===== config.mk =====
export PLATFORM = sky130hd
export DESIGN_NAME = sar_conversion_sequencer
export DESIGN_NICKNAME = d
export VERILOG_FILES = /design/src/rtl/sar_conversion_sequencer.v
export VERILOG_INCLUDE_DIRS = /design/src /design/src/rtl
export SDC_FILE = /design/constraint.sdc
export NUM_CORES = 1
export LEC_CHECK = 0
export ABC_AREA = 1
export BUFFER_PORTS_ARGS = -buffer_cell sky130_fd_sc_hd__buf_2
export CAP_MARGIN = 10
export CORE_MARGIN = 4
export CORE_UTILIZATION = 49
export DETAILED_ROUTE_END_ITERATION = 6
export PLACE_DENSITY = 0.79
export SLEW_MARGIN = 20
export SYNTH_ARGS = -nofsm -noshare
export SYNTH_HDL_FRONTEND = slang
export SYNTH_SLANG_ARGS = --single-unit
export TNS_END_PERCENT = 5

===== constraint.sdc =====
create_clock -name i_clk -period 1.9 [get_ports i_clk]
set_input_delay 0.19 -clock i_clk [delete_from_list [all_inputs] [get_ports i_clk]]
set_output_delay 0.19 -clock i_clk [all_outputs]
set_load 0.01 [all_outputs]

===== src/rtl/sar_sequencer_map.vh =====
`ifndef SAR_SEQUENCER_MAP_VH
`define SAR_SEQUENCER_MAP_VH

// ----------------------------------------------------------------
// sizes
// ----------------------------------------------------------------
`define SAR_BITS          16
`define SAR_MSB           15
`define SAR_ZERO_CODE     16'h0000
`define SAR_FULL_CODE     16'hffff
`define SAR_MID_CODE      16'h8000

// ----------------------------------------------------------------
// timing
// ----------------------------------------------------------------
`define SAR_CLK_MHZ       50
`define SAR_RATE_KSPS     100
`define SAR_FRAME_CYCLES  ((`SAR_CLK_MHZ * 1000) / `SAR_RATE_KSPS)
`define SAR_SETTLE_CYCLES 2
`define SAR_LEAD_EDGES    5

`endif


===== src/rtl/sar_conversion_sequencer.v =====
// Operation
// - a select falling edge ends acquisition and starts a conversion.
// - a conversion opens both ground switches, then takes both arrays off the inputs.
// - the sixteen elements are tried one at a time, msb first.
// - each trial adds one binary-weighted element to those already kept on the reference.
// - after the search the device reacquires and forms the output code.
// - the device runs up to 100 kSPS and powers down between conversions.
// - each delivered result belongs to the conversion just made.
// - the output code is straight binary over the input span.
// - an input above the span saturates to all ones.
// - an input below ground saturates to all zeros.
// - the serial output is released while select is high.
// - after the fifth shift-clock fall the output is driven low.
// - result bits then leave msb first, one per later shift-clock fall.

`timescale 1ns/1ns
`default_nettype none

`include "sar_sequencer_map.vh"

module sar_conversion_sequencer (
	input  wire        i_clk,
	input  wire        i_rst,
	input  wire        i_select_n,
	input  wire        i_host_shift_clock,
	input  wire        i_comp_above,
	input  wire        i_over_range,
	input  wire        i_under_range,
	output reg         o_pos_array_ground_switch,
	output reg         o_neg_array_ground_switch,
	output reg         o_array_to_inputs,
	output reg  [15:0] o_element_ref,
	output reg         o_powered,
	output reg         o_busy,
	output reg  [15:0] o_result,
	output reg         o_result_valid,
	output reg         o_sdo,
	output reg         o_sdo_oe
);

// ----------------------------------------------------------------
// sequencer states
// ----------------------------------------------------------------
localparam [2:0] ST_ACQ    = 3'h0;
localparam [2:0] ST_OPEN   = 3'h1;
localparam [2:0] ST_HOLD   = 3'h2;
localparam [2:0] ST_TRIAL  = 3'h3;
localparam [2:0] ST_DECIDE = 3'h4;
localparam [2:0] ST_DONE   = 3'h5;

// ----------------------------------------------------------------
// input synchronisers
// ----------------------------------------------------------------
reg  [1:0] sel_sync;
reg  [1:0] sck_sync;
reg        sel_prev;
reg        sck_prev;
wire       sel_fall;
wire       sck_fall;

// reset to the idle pin levels so leaving reset makes no false edge
always @(posedge i_clk) begin
	if (i_rst) begin
		sel_sync <= 2'h3;
		sck_sync <= 2'h3;
		sel_prev <= 1'h1;
		sck_prev <= 1'h1;
	end else begin
		sel_sync <= {sel_sync[0], i_select_n};
		sck_sync <= {sck_sync[0], i_host_shift_clock};
		sel_prev <= sel_sync[1];
		sck_prev <= sck_sync[1];
	end
end

assign sel_fall = sel_prev & ~sel_sync[1];
assign sck_fall = sck_prev & ~sck_sync[1];

// ----------------------------------------------------------------
// conversion sequencer
// ----------------------------------------------------------------
reg  [2:0]  state;
reg  [3:0]  bit_idx;
reg  [1:0]  settle;
reg  [15:0] trial;
wire [15:0] one_hot;

// one-hot mask of the element under test
genvar g;
generate
	for (g = 0; g < `SAR_BITS; g = g + 1) begin : gen_onehot
		assign one_hot[g] = (bit_idx == g);
	end
endgenerate

always @(posedge i_clk) begin
	if (i_rst) begin
		state                     <= ST_ACQ;
		bit_idx                   <= 4'hf;
		settle                    <= 2'h0;
		trial                     <= 16'h0000;
		o_pos_array_ground_switch <= 1'h1;
		o_neg_array_ground_switch <= 1'h1;
		o_array_to_inputs         <= 1'h1;
		o_element_ref             <= 16'h0000;
		o_powered                 <= 1'h0;
		o_busy                    <= 1'h0;
		o_result                  <= 16'h0000;
		o_result_valid            <= 1'h0;
	end else begin
		o_result_valid <= 1'h0;
		case (state)
		ST_ACQ: begin
			if (sel_fall) begin
				o_powered                 <= 1'h1;
				o_busy                    <= 1'h1;
				o_pos_array_ground_switch <= 1'h0;
				o_neg_array_ground_switch <= 1'h0;
				state                     <= ST_OPEN;
			end else begin
				// hold the sampling set-up, also after a stray state code
				o_array_to_inputs         <= 1'h1;
				o_pos_array_ground_switch <= 1'h1;
				o_neg_array_ground_switch <= 1'h1;
				o_element_ref             <= 16'h0000;
				o_powered                 <= 1'h0;
				o_busy                    <= 1'h0;
			end
		end
		ST_OPEN: begin
			o_array_to_inputs <= 1'h0;
			o_element_ref     <= 16'h0000;
			bit_idx           <= 4'hf;
			trial             <= 16'h0000;
			state             <= ST_TRIAL;
		end
		ST_TRIAL: begin
			o_element_ref <= trial | one_hot;
			settle        <= 2'h0;
			state         <= ST_HOLD;
		end
		ST_HOLD: begin
			if (settle == `SAR_SETTLE_CYCLES - 1)
				state <= ST_DECIDE;
			else
				settle <= settle + 2'h1;
		end
		ST_DECIDE: begin
			// comparator has settled over the hold cycles
			if (i_comp_above)
				trial <= trial | one_hot;
			if (bit_idx == 4'h0)
				state <= ST_DONE;
			else begin
				bit_idx <= bit_idx - 4'h1;
				state   <= ST_TRIAL;
			end
		end
		ST_DONE: begin
			// saturation codes override the search result
			if (i_over_range)
				o_result <= `SAR_FULL_CODE;
			else if (i_under_range)
				o_result <= `SAR_ZERO_CODE;
			else
				o_result <= trial;
			o_result_valid            <= 1'h1;
			o_array_to_inputs         <= 1'h1;
			o_pos_array_ground_switch <= 1'h1;
			o_neg_array_ground_switch <= 1'h1;
			o_element_ref             <= 16'h0000;
			o_powered                 <= 1'h0;
			o_busy                    <= 1'h0;
			state                     <= ST_ACQ;
		end
		default: state <= ST_ACQ;
		endcase
	end
end

// ----------------------------------------------------------------
// serial output
// ----------------------------------------------------------------
reg  [2:0]  lead_cnt;
reg  [4:0]  shift_cnt;
reg  [15:0] shift_reg;

// shift-clock falls are counted only while select is low
always @(posedge i_clk) begin
	if (i_rst) begin
		lead_cnt  <= 3'h0;
		shift_cnt <= 5'h00;
		shift_reg <= 16'h0000;
		o_sdo     <= 1'h0;
		o_sdo_oe  <= 1'h0;
	end else if (sel_sync[1]) begin
		// line released; no stale word survives into the next frame
		lead_cnt  <= 3'h0;
		shift_cnt <= 5'h00;
		shift_reg <= 16'h0000;
		o_sdo     <= 1'h0;
		o_sdo_oe  <= 1'h0;
	end else begin
		if (o_result_valid)
			shift_reg <= o_result;
		if (sck_fall) begin
			// the first falls only count; the fifth turns the driver on
			if (lead_cnt < `SAR_LEAD_EDGES) begin
				lead_cnt <= lead_cnt + 3'h1;
				if (lead_cnt == `SAR_LEAD_EDGES - 1) begin
					o_sdo_oe <= 1'h1;
					o_sdo    <= 1'h0;
				end
			end else if (shift_cnt < `SAR_BITS) begin
				o_sdo     <= shift_reg[`SAR_MSB];
				shift_reg <= {shift_reg[14:0], 1'h0};
				shift_cnt <= shift_cnt + 5'h01;
			end else
				o_sdo <= 1'h0;
		end
	end
end

endmodule
`default_nettype wire


# Word-level counts from Yosys, hierarchy flattened
# Index checks and enable logic that the tools add are counted.
dict set report classes {
  add_sub_neg 4
  order_cmp 2
  n_eq_ne 29
  mux 28
  n_bitwise 6
  n_reduce_logical 19
}
# operator count
set op_table {}
lappend op_table {{two-way mux 16 bit} 8}
lappend op_table {{one-hot mux 16 bit (3 select lines)} 1}
lappend op_table {{== test 4 bit, second input constant} 8}
lappend op_table {{one-hot mux 16 bit (2 select lines)} 1}
lappend op_table {{== test 4 x 3 -> 1 bit, second input constant} 4}
lappend op_table {{OR 16 bit} 1}
lappend op_table {{AND reduction 2 bit} 8}
lappend op_table {{one-hot mux 3 bit (5 select lines)} 1}
lappend op_table {{!= test 2 bit, second input constant} 6}
lappend op_table {{== test 3 bit, second input constant} 3}
lappend op_table {{two-way mux 3 bit} 3}
lappend op_table {{== test 4 x 2 -> 1 bit, second input constant} 2}
lappend op_table {{one-hot mux 4 bit (2 select lines)} 1}
lappend op_table {{two-way mux 1 bit} 7}
lappend op_table {{== test 3 x 2 -> 1 bit, second input constant} 2}
lappend op_table {{AND reduction 3 bit} 2}
lappend op_table {{nonzero test 2 bit} 3}
lappend op_table {{nonzero test 3 bit} 2}
lappend op_table {{adder 5 x 1 -> 5 bit, second input constant} 1}
lappend op_table {{less-than comparator 5 bit, second input constant} 1}
lappend op_table {{== test 4 x 1 -> 1 bit, second input constant} 1}
lappend op_table {{zero test 4 bit} 1}
lappend op_table {{two-way mux 4 bit} 1}
lappend op_table {{one-hot mux 1 bit (2 select lines)} 2}
lappend op_table {{other kinds (14)} 18}
dict set report word_totals {
  ff_bits 93
  in_bits 7
  out_inout_bits 40
  wordCells 107
}

# Logic depth before layout (Yosys ltp)
dict set report logic_depth {
  depth_word 4
  ltp_mapped 8
  depth_no_buf 7
}

# Worst setup path after synthesis
# Ideal clock, no wire load.
dict set report synth_path {
  path_kind {register to register}
  from {reg lead_cnt[2]}
  to {reg shift_reg[10]}
  setup_time_ns 0.116
  t_arrival_ns 1.053
  required_time_ns 1.784
  setup_slack_ns 0.732
  stages_incl_launch_ff 7
  n_path_buf 1
  period_less_slack_ns 1.168
  cell_sequence {dfxtp_1 -> inv_1 -> nor2_2 -> nand3_2 -> buf_6 -> o21ai_0 -> nor2_1}
}
dict set report synth_via {
  elab_chain_cells 3
}
# element line
set synth_lines {}
lappend synth_lines {{start, declared} sar_conversion_sequencer.v:184} ;# reg [2:0] lead_cnt;
lappend synth_lines {{start signal, assigned} sar_conversion_sequencer.v:209} ;# lead_cnt <= lead_cnt + 3'h1;
lappend synth_lines {{less-than comparator 3 bit (no source line)} n/a}
lappend synth_lines {{two-way mux 16 bit} sar_conversion_sequencer.v:208} ;# if (lead_cnt < `SAR_LEAD_EDGES) begin
lappend synth_lines {{two-way mux 16 bit} sar_conversion_sequencer.v:206} ;# if (sck_fall) begin
lappend synth_lines {{end signal, assigned} sar_conversion_sequencer.v:205} ;# shift_reg <= o_result;
lappend synth_lines {{end signal, assigned} sar_conversion_sequencer.v:216} ;# shift_reg <= {shift_reg[14:0], 1'h0};
lappend synth_lines {{end, declared} sar_conversion_sequencer.v:186} ;# reg [15:0] shift_reg;
# Every way passes these cells.
# A chain may end at the register's enable or synchronous reset.

# Worst setup path after layout
dict set report layout_path {
  from {reg state[2]}
  to {reg bit_idx[0]}
}
dict set report layout_via {
  elab_chain_cells 3
  word_cells_on_any_way 6
  cone_classes {eq/ne: 3; mux: 1; reduce/logical: 2}
}
# element line
set layout_lines {}
lappend layout_lines {{start, declared} sar_conversion_sequencer.v:82} ;# reg [2:0] state;
lappend layout_lines {{start signal, assigned} sar_conversion_sequencer.v:98} ;# state <= ST_ACQ;
lappend layout_lines {{start signal, assigned} sar_conversion_sequencer.v:119} ;# state <= ST_OPEN;
lappend layout_lines {{start signal, assigned} sar_conversion_sequencer.v:135} ;# state <= ST_TRIAL;
lappend layout_lines {{== test 3 bit / == test 3 x 1 -> 1 bit (equally long branches)} sar_conversion_sequencer.v:112} ;# case (state)
lappend layout_lines {{!= test 2 bit (no source line) / nonzero test 2 bit (equally long branches)} n/a}
lappend layout_lines {{AND reduction 2 bit (no source line)} n/a}
lappend layout_lines {{end signal, assigned} sar_conversion_sequencer.v:155} ;# bit_idx <= bit_idx - 4'h1;
lappend layout_lines {{end, declared} sar_conversion_sequencer.v:83} ;# reg [3:0] bit_idx;
# Parallel ways exist; a longest one is shown, timed or not.

==> out/results.txt <==
The flow ran to the end, and the final reports show no timing, DRC or antenna violations. The logs give 28 for the distinct cell type count of the synthesized netlist and 66.2% for the remaining max-slew budget at the tightest pin. Dividing the detail-routed wire length by the instance count gives 12.9 um. The run gives 0.00396 mm2 as the post-synthesis cell area.

Once detail routing completed, the nets flagged for antenna violations numbered 0. The class of the tightest hold or removal check was input port to flop. The depth of the worst register-to-register path works out to 4. The run gives 29.2% as the met2 track demand over resource. STA puts the critical path data arrival time at 1.79 ns. The run gives 0.0117 ns as the worst hold slack.

For this run, the top clock speed supported by timing is 649 MHz. The clock period could shrink to 1.54 ns. At the end of the flow, the number of nets in the layout was 592. Yosys printed 0 warnings. The clock power share is 33.4%, and the number of register bits inferred by synthesis is 93.

The global-route total usage across every layer is 18.8%, and the placement-stage worst setup slack is 0.407 ns. The tools report the switching power total as 1.32 mW. Leaving out fill and tap cells, the most frequent cells in the layout are nand2_1 (110), dfxtp_1 (93), inv_1 (64), o21ai_0 (58), nor2_1 (53).

The worst-case IR drop observed on VDD is 708 uV. The detailed-route DRC error count was 0; the count of filler cells inserted in the layout was 733. Summed over all layers, the routed wires come to 8820 um.

Number of antenna violations at the first check in global routing: 0. The data required time at the worst endpoint was 2.15 ns. The most critical setup path has its startpoint at state[2]. Setup repair after global routing left no endpoint under its margin. The run gives 0.00781 mm2 as the core footprint. The global routing met1 resource utilization was 25.5%.

The critical path ends at bit_idx[0]. The H-tree depth came out at 3. Per report_power, the combinational group accounts for 17.8% of the total.

The tools report the maximum number of pins on one net before global-route repair as 32. Adding up every negative setup slack in the final design gives 0 ns. The largest driver fanout on the critical path works out to 14. At the pin with the least slew margin, the transition time is 0.506 ns. For the worst-skew pair, the clock arrives at the later sink with an insertion delay of 0.36 ns. The via count of the first global-routing pass is 3293. Clock sink count: 93.

The analysis attributes to cell leakage a power of 1.92 nW. The tools report the cell at the root of the clock tree as clkbuf_8. The worst path uses 81.1% of the clock period. The number of gates resized after CTS was 0. The final max-slew violation count is 0, and the switching part of the total is 30.4%. Compared with the post-synthesis result, the final layout area differs by 13.1%. The number of nets handed over by synthesis was 552.

The die covers 0.00959 mm2. The floorplan step set the die height to 97.9 um. The internal power component came out at 3.02 mW. The cell count after synthesis came out at 536. The logs give 0 for the count of max-cap constraint violations and 0 for the total inserted antenna cells.

The per-instance average area after synthesis works out to 7.40 um2. Once routing completed, OpenROAD measured the worst setup slack at 0.359 ns. After global routing, the most crowded layer is met2. The worst setup path is captured at a flop.

At the end of routability-driven placement, the weighted congestion stood at 0.838. The clock transition time at the flip-flop clock pins of the worst setup and hold paths came out at 0.09 ns. The run gives 47 as the number of placed I/O pins. The type of origin of the critical path was a flop. Of the total power, registers draw 48.8%.

The clock passes through at most 2 buffers. The width of the chip works out to 97.9 um. The total CTS buffers came out at 9. The quantity of I/O buffers inserted on ports was 46; the first-iteration detailed-routing DRC count was 216.

The endpoint identified for the worst register-to-register timing path is bit_idx[0]. Across all register-to-register paths, the minimum setup slack is 0.36 ns. For the estimated wirelength of the detail-placed design, the log shows 6290 um. Sequential cells were found to cover 47.0% of the synthesized design area.

For this run, the detailed router's first-pass iteration total came to 5. The first global-routing pass estimated 15000 um of wire. In this run the post-CTS setup repair buffer count came out at 0.

Type of the worst setup path: flop to flop. In this run the critical register-to-register path is launched from state[2]. Between clock sinks in the finished design, the worst skew comes to 0.00763 ns. For the final setup violation count, the log shows 0. For met3 alone, demand over resource in global routing was 3.71%.

The via count was 3532; the share of layout cells above drive strength 1 was 14.3%. The number of vias per cell was 5.17. TritonCTS built the clock tree. The most common cell after layout, fill and taps aside is nand2_1. The logs give 1 for the number of buffers added to fix hold violations after cts and 0 for the global route total overflow.

The ratio of total power to cell area is 970 mW/mm2. Once the floorplan was initialized, standard cells occupied 50.8% of the core. In this run the core area contains 32 standard-cell rows. The final hold violation count was 0.
[power groups by stage]
stage / logic [mW] / clock network [mW] / registers, mW
after floorplan: 0.621 / 0 / 2.14
after CTS: 0.772 / 1.47 / 2.12
after detailed placement: 0.761 / 0 / 2.16
after global placement: 0.740 / 0 / 2.16
final: 0.772 / 1.45 / 2.12
after global routing: 0.883 / 1.56 / 2.13
[area by class of cell]
cell class / count / area (um2) / area share [%]
clock buffer: 10 / 138 / 3.07
inverter: 66 / 248 / 5.53
tap: 102 / 128 / 2.85
clock inverter: 6 / 86.3 / 1.93
multi-input combinational: 354 / 1730 / 38.6
sequential: 93 / 1860 / 41.5
timing repair buffer: 52 / 290 / 6.48
[kinds of logic (layout without fill, tap and decap cells)]
family | count (synthesis) | after routing | share of synthesized area [%]
flops | 93 | 93 | 47.0
xor+xnor | 2 | 2 | 0.442
buf+inv | 89 | 134 | 9.38
compound gates | 117 | 117 | 15.7
simple gates | 226 | 226 | 24.7
fa+ha+maj | 9 | 9 | 2.84
[layer usage]
layer | share of wire [%] | vias up
li1 | - | 1808
met1 | 48 | 1624
met2 | 45 | 84
met3 | 5.1 | 16
met4 | 1.9 | 0
met5 | 0 | -
[how the worst min path moves through the flow]
stage,start,end,slack (ns),cells after the start
finish,i_select_n,sel_sync[0],0.01,2
global route,i_select_n,sel_sync[0],0.01,2
CTS,i_select_n,sel_sync[0],0.007,2
detailed placement,i_host_shift_clock,sck_sync[0],0.38,2
global placement,i_select_n,sel_sync[0],0.37,2
floorplan,i_host_shift_clock,sck_sync[0],0.29,1
[Yosys cell counts]
| library cell | number | share of area, % |
|---|---|---|
| nor2_1 | 53 | 5.0 |
| o21a_1 | 1 | 0.19 |
| nand3_1 | 41 | 5.2 |
| inv_2 | 2 | 0.19 |
| o21ai_0 | 58 | 7.3 |
| o22ai_1 | 12 | 1.9 |
| ha_1 | 9 | 2.8 |
| buf_6 | 2 | 0.57 |
| buf_2 | 12 | 1.5 |
| nor2_2 | 1 | 0.16 |
| nand2_2 | 3 | 0.47 |
| o21bai_1 | 7 | 1.3 |
| and3_1 | 1 | 0.16 |
| xnor2_1 | 1 | 0.22 |
| or2_2 | 4 | 0.63 |
| buf_4 | 2 | 0.38 |
| xor2_1 | 1 | 0.22 |
| clkbuf_1 | 7 | 0.66 |
| inv_1 | 64 | 6.1 |
| nand3_2 | 1 | 0.25 |
| nor2_4 | 4 | 1.1 |
| nor3_2 | 1 | 0.25 |
| nand2_1 | 110 | 10 |
| nor3_1 | 4 | 0.51 |
| dfxtp_1 | 93 | 47 |
| a21boi_0 | 1 | 0.19 |
| nand4_1 | 3 | 0.47 |
| a21oi_1 | 38 | 4.8 |
[per-stage QoR]
step | util (%) | area [um2] | power, mW | cells
finish | 57.4 | 4480 | 4.35 | 683
detailed placement | 54.4 | 4250 | 2.93 | 666
CTS | 57.4 | 4480 | 4.36 | 683
global route | 57.4 | 4480 | 4.57 | 683
global placement | 54.4 | 4250 | 2.90 | 666
floorplan | - | 3960 | 2.76 | 536
[critical path, cell delays in order (launching register included)]
cell      delay, ns
dfxtp_1        0.46
inv_2          0.11
nand2_1        0.36
nand2_1        0.27
o21bai_1       0.23
Note: power is estimated with default switching activity, not from simulation.
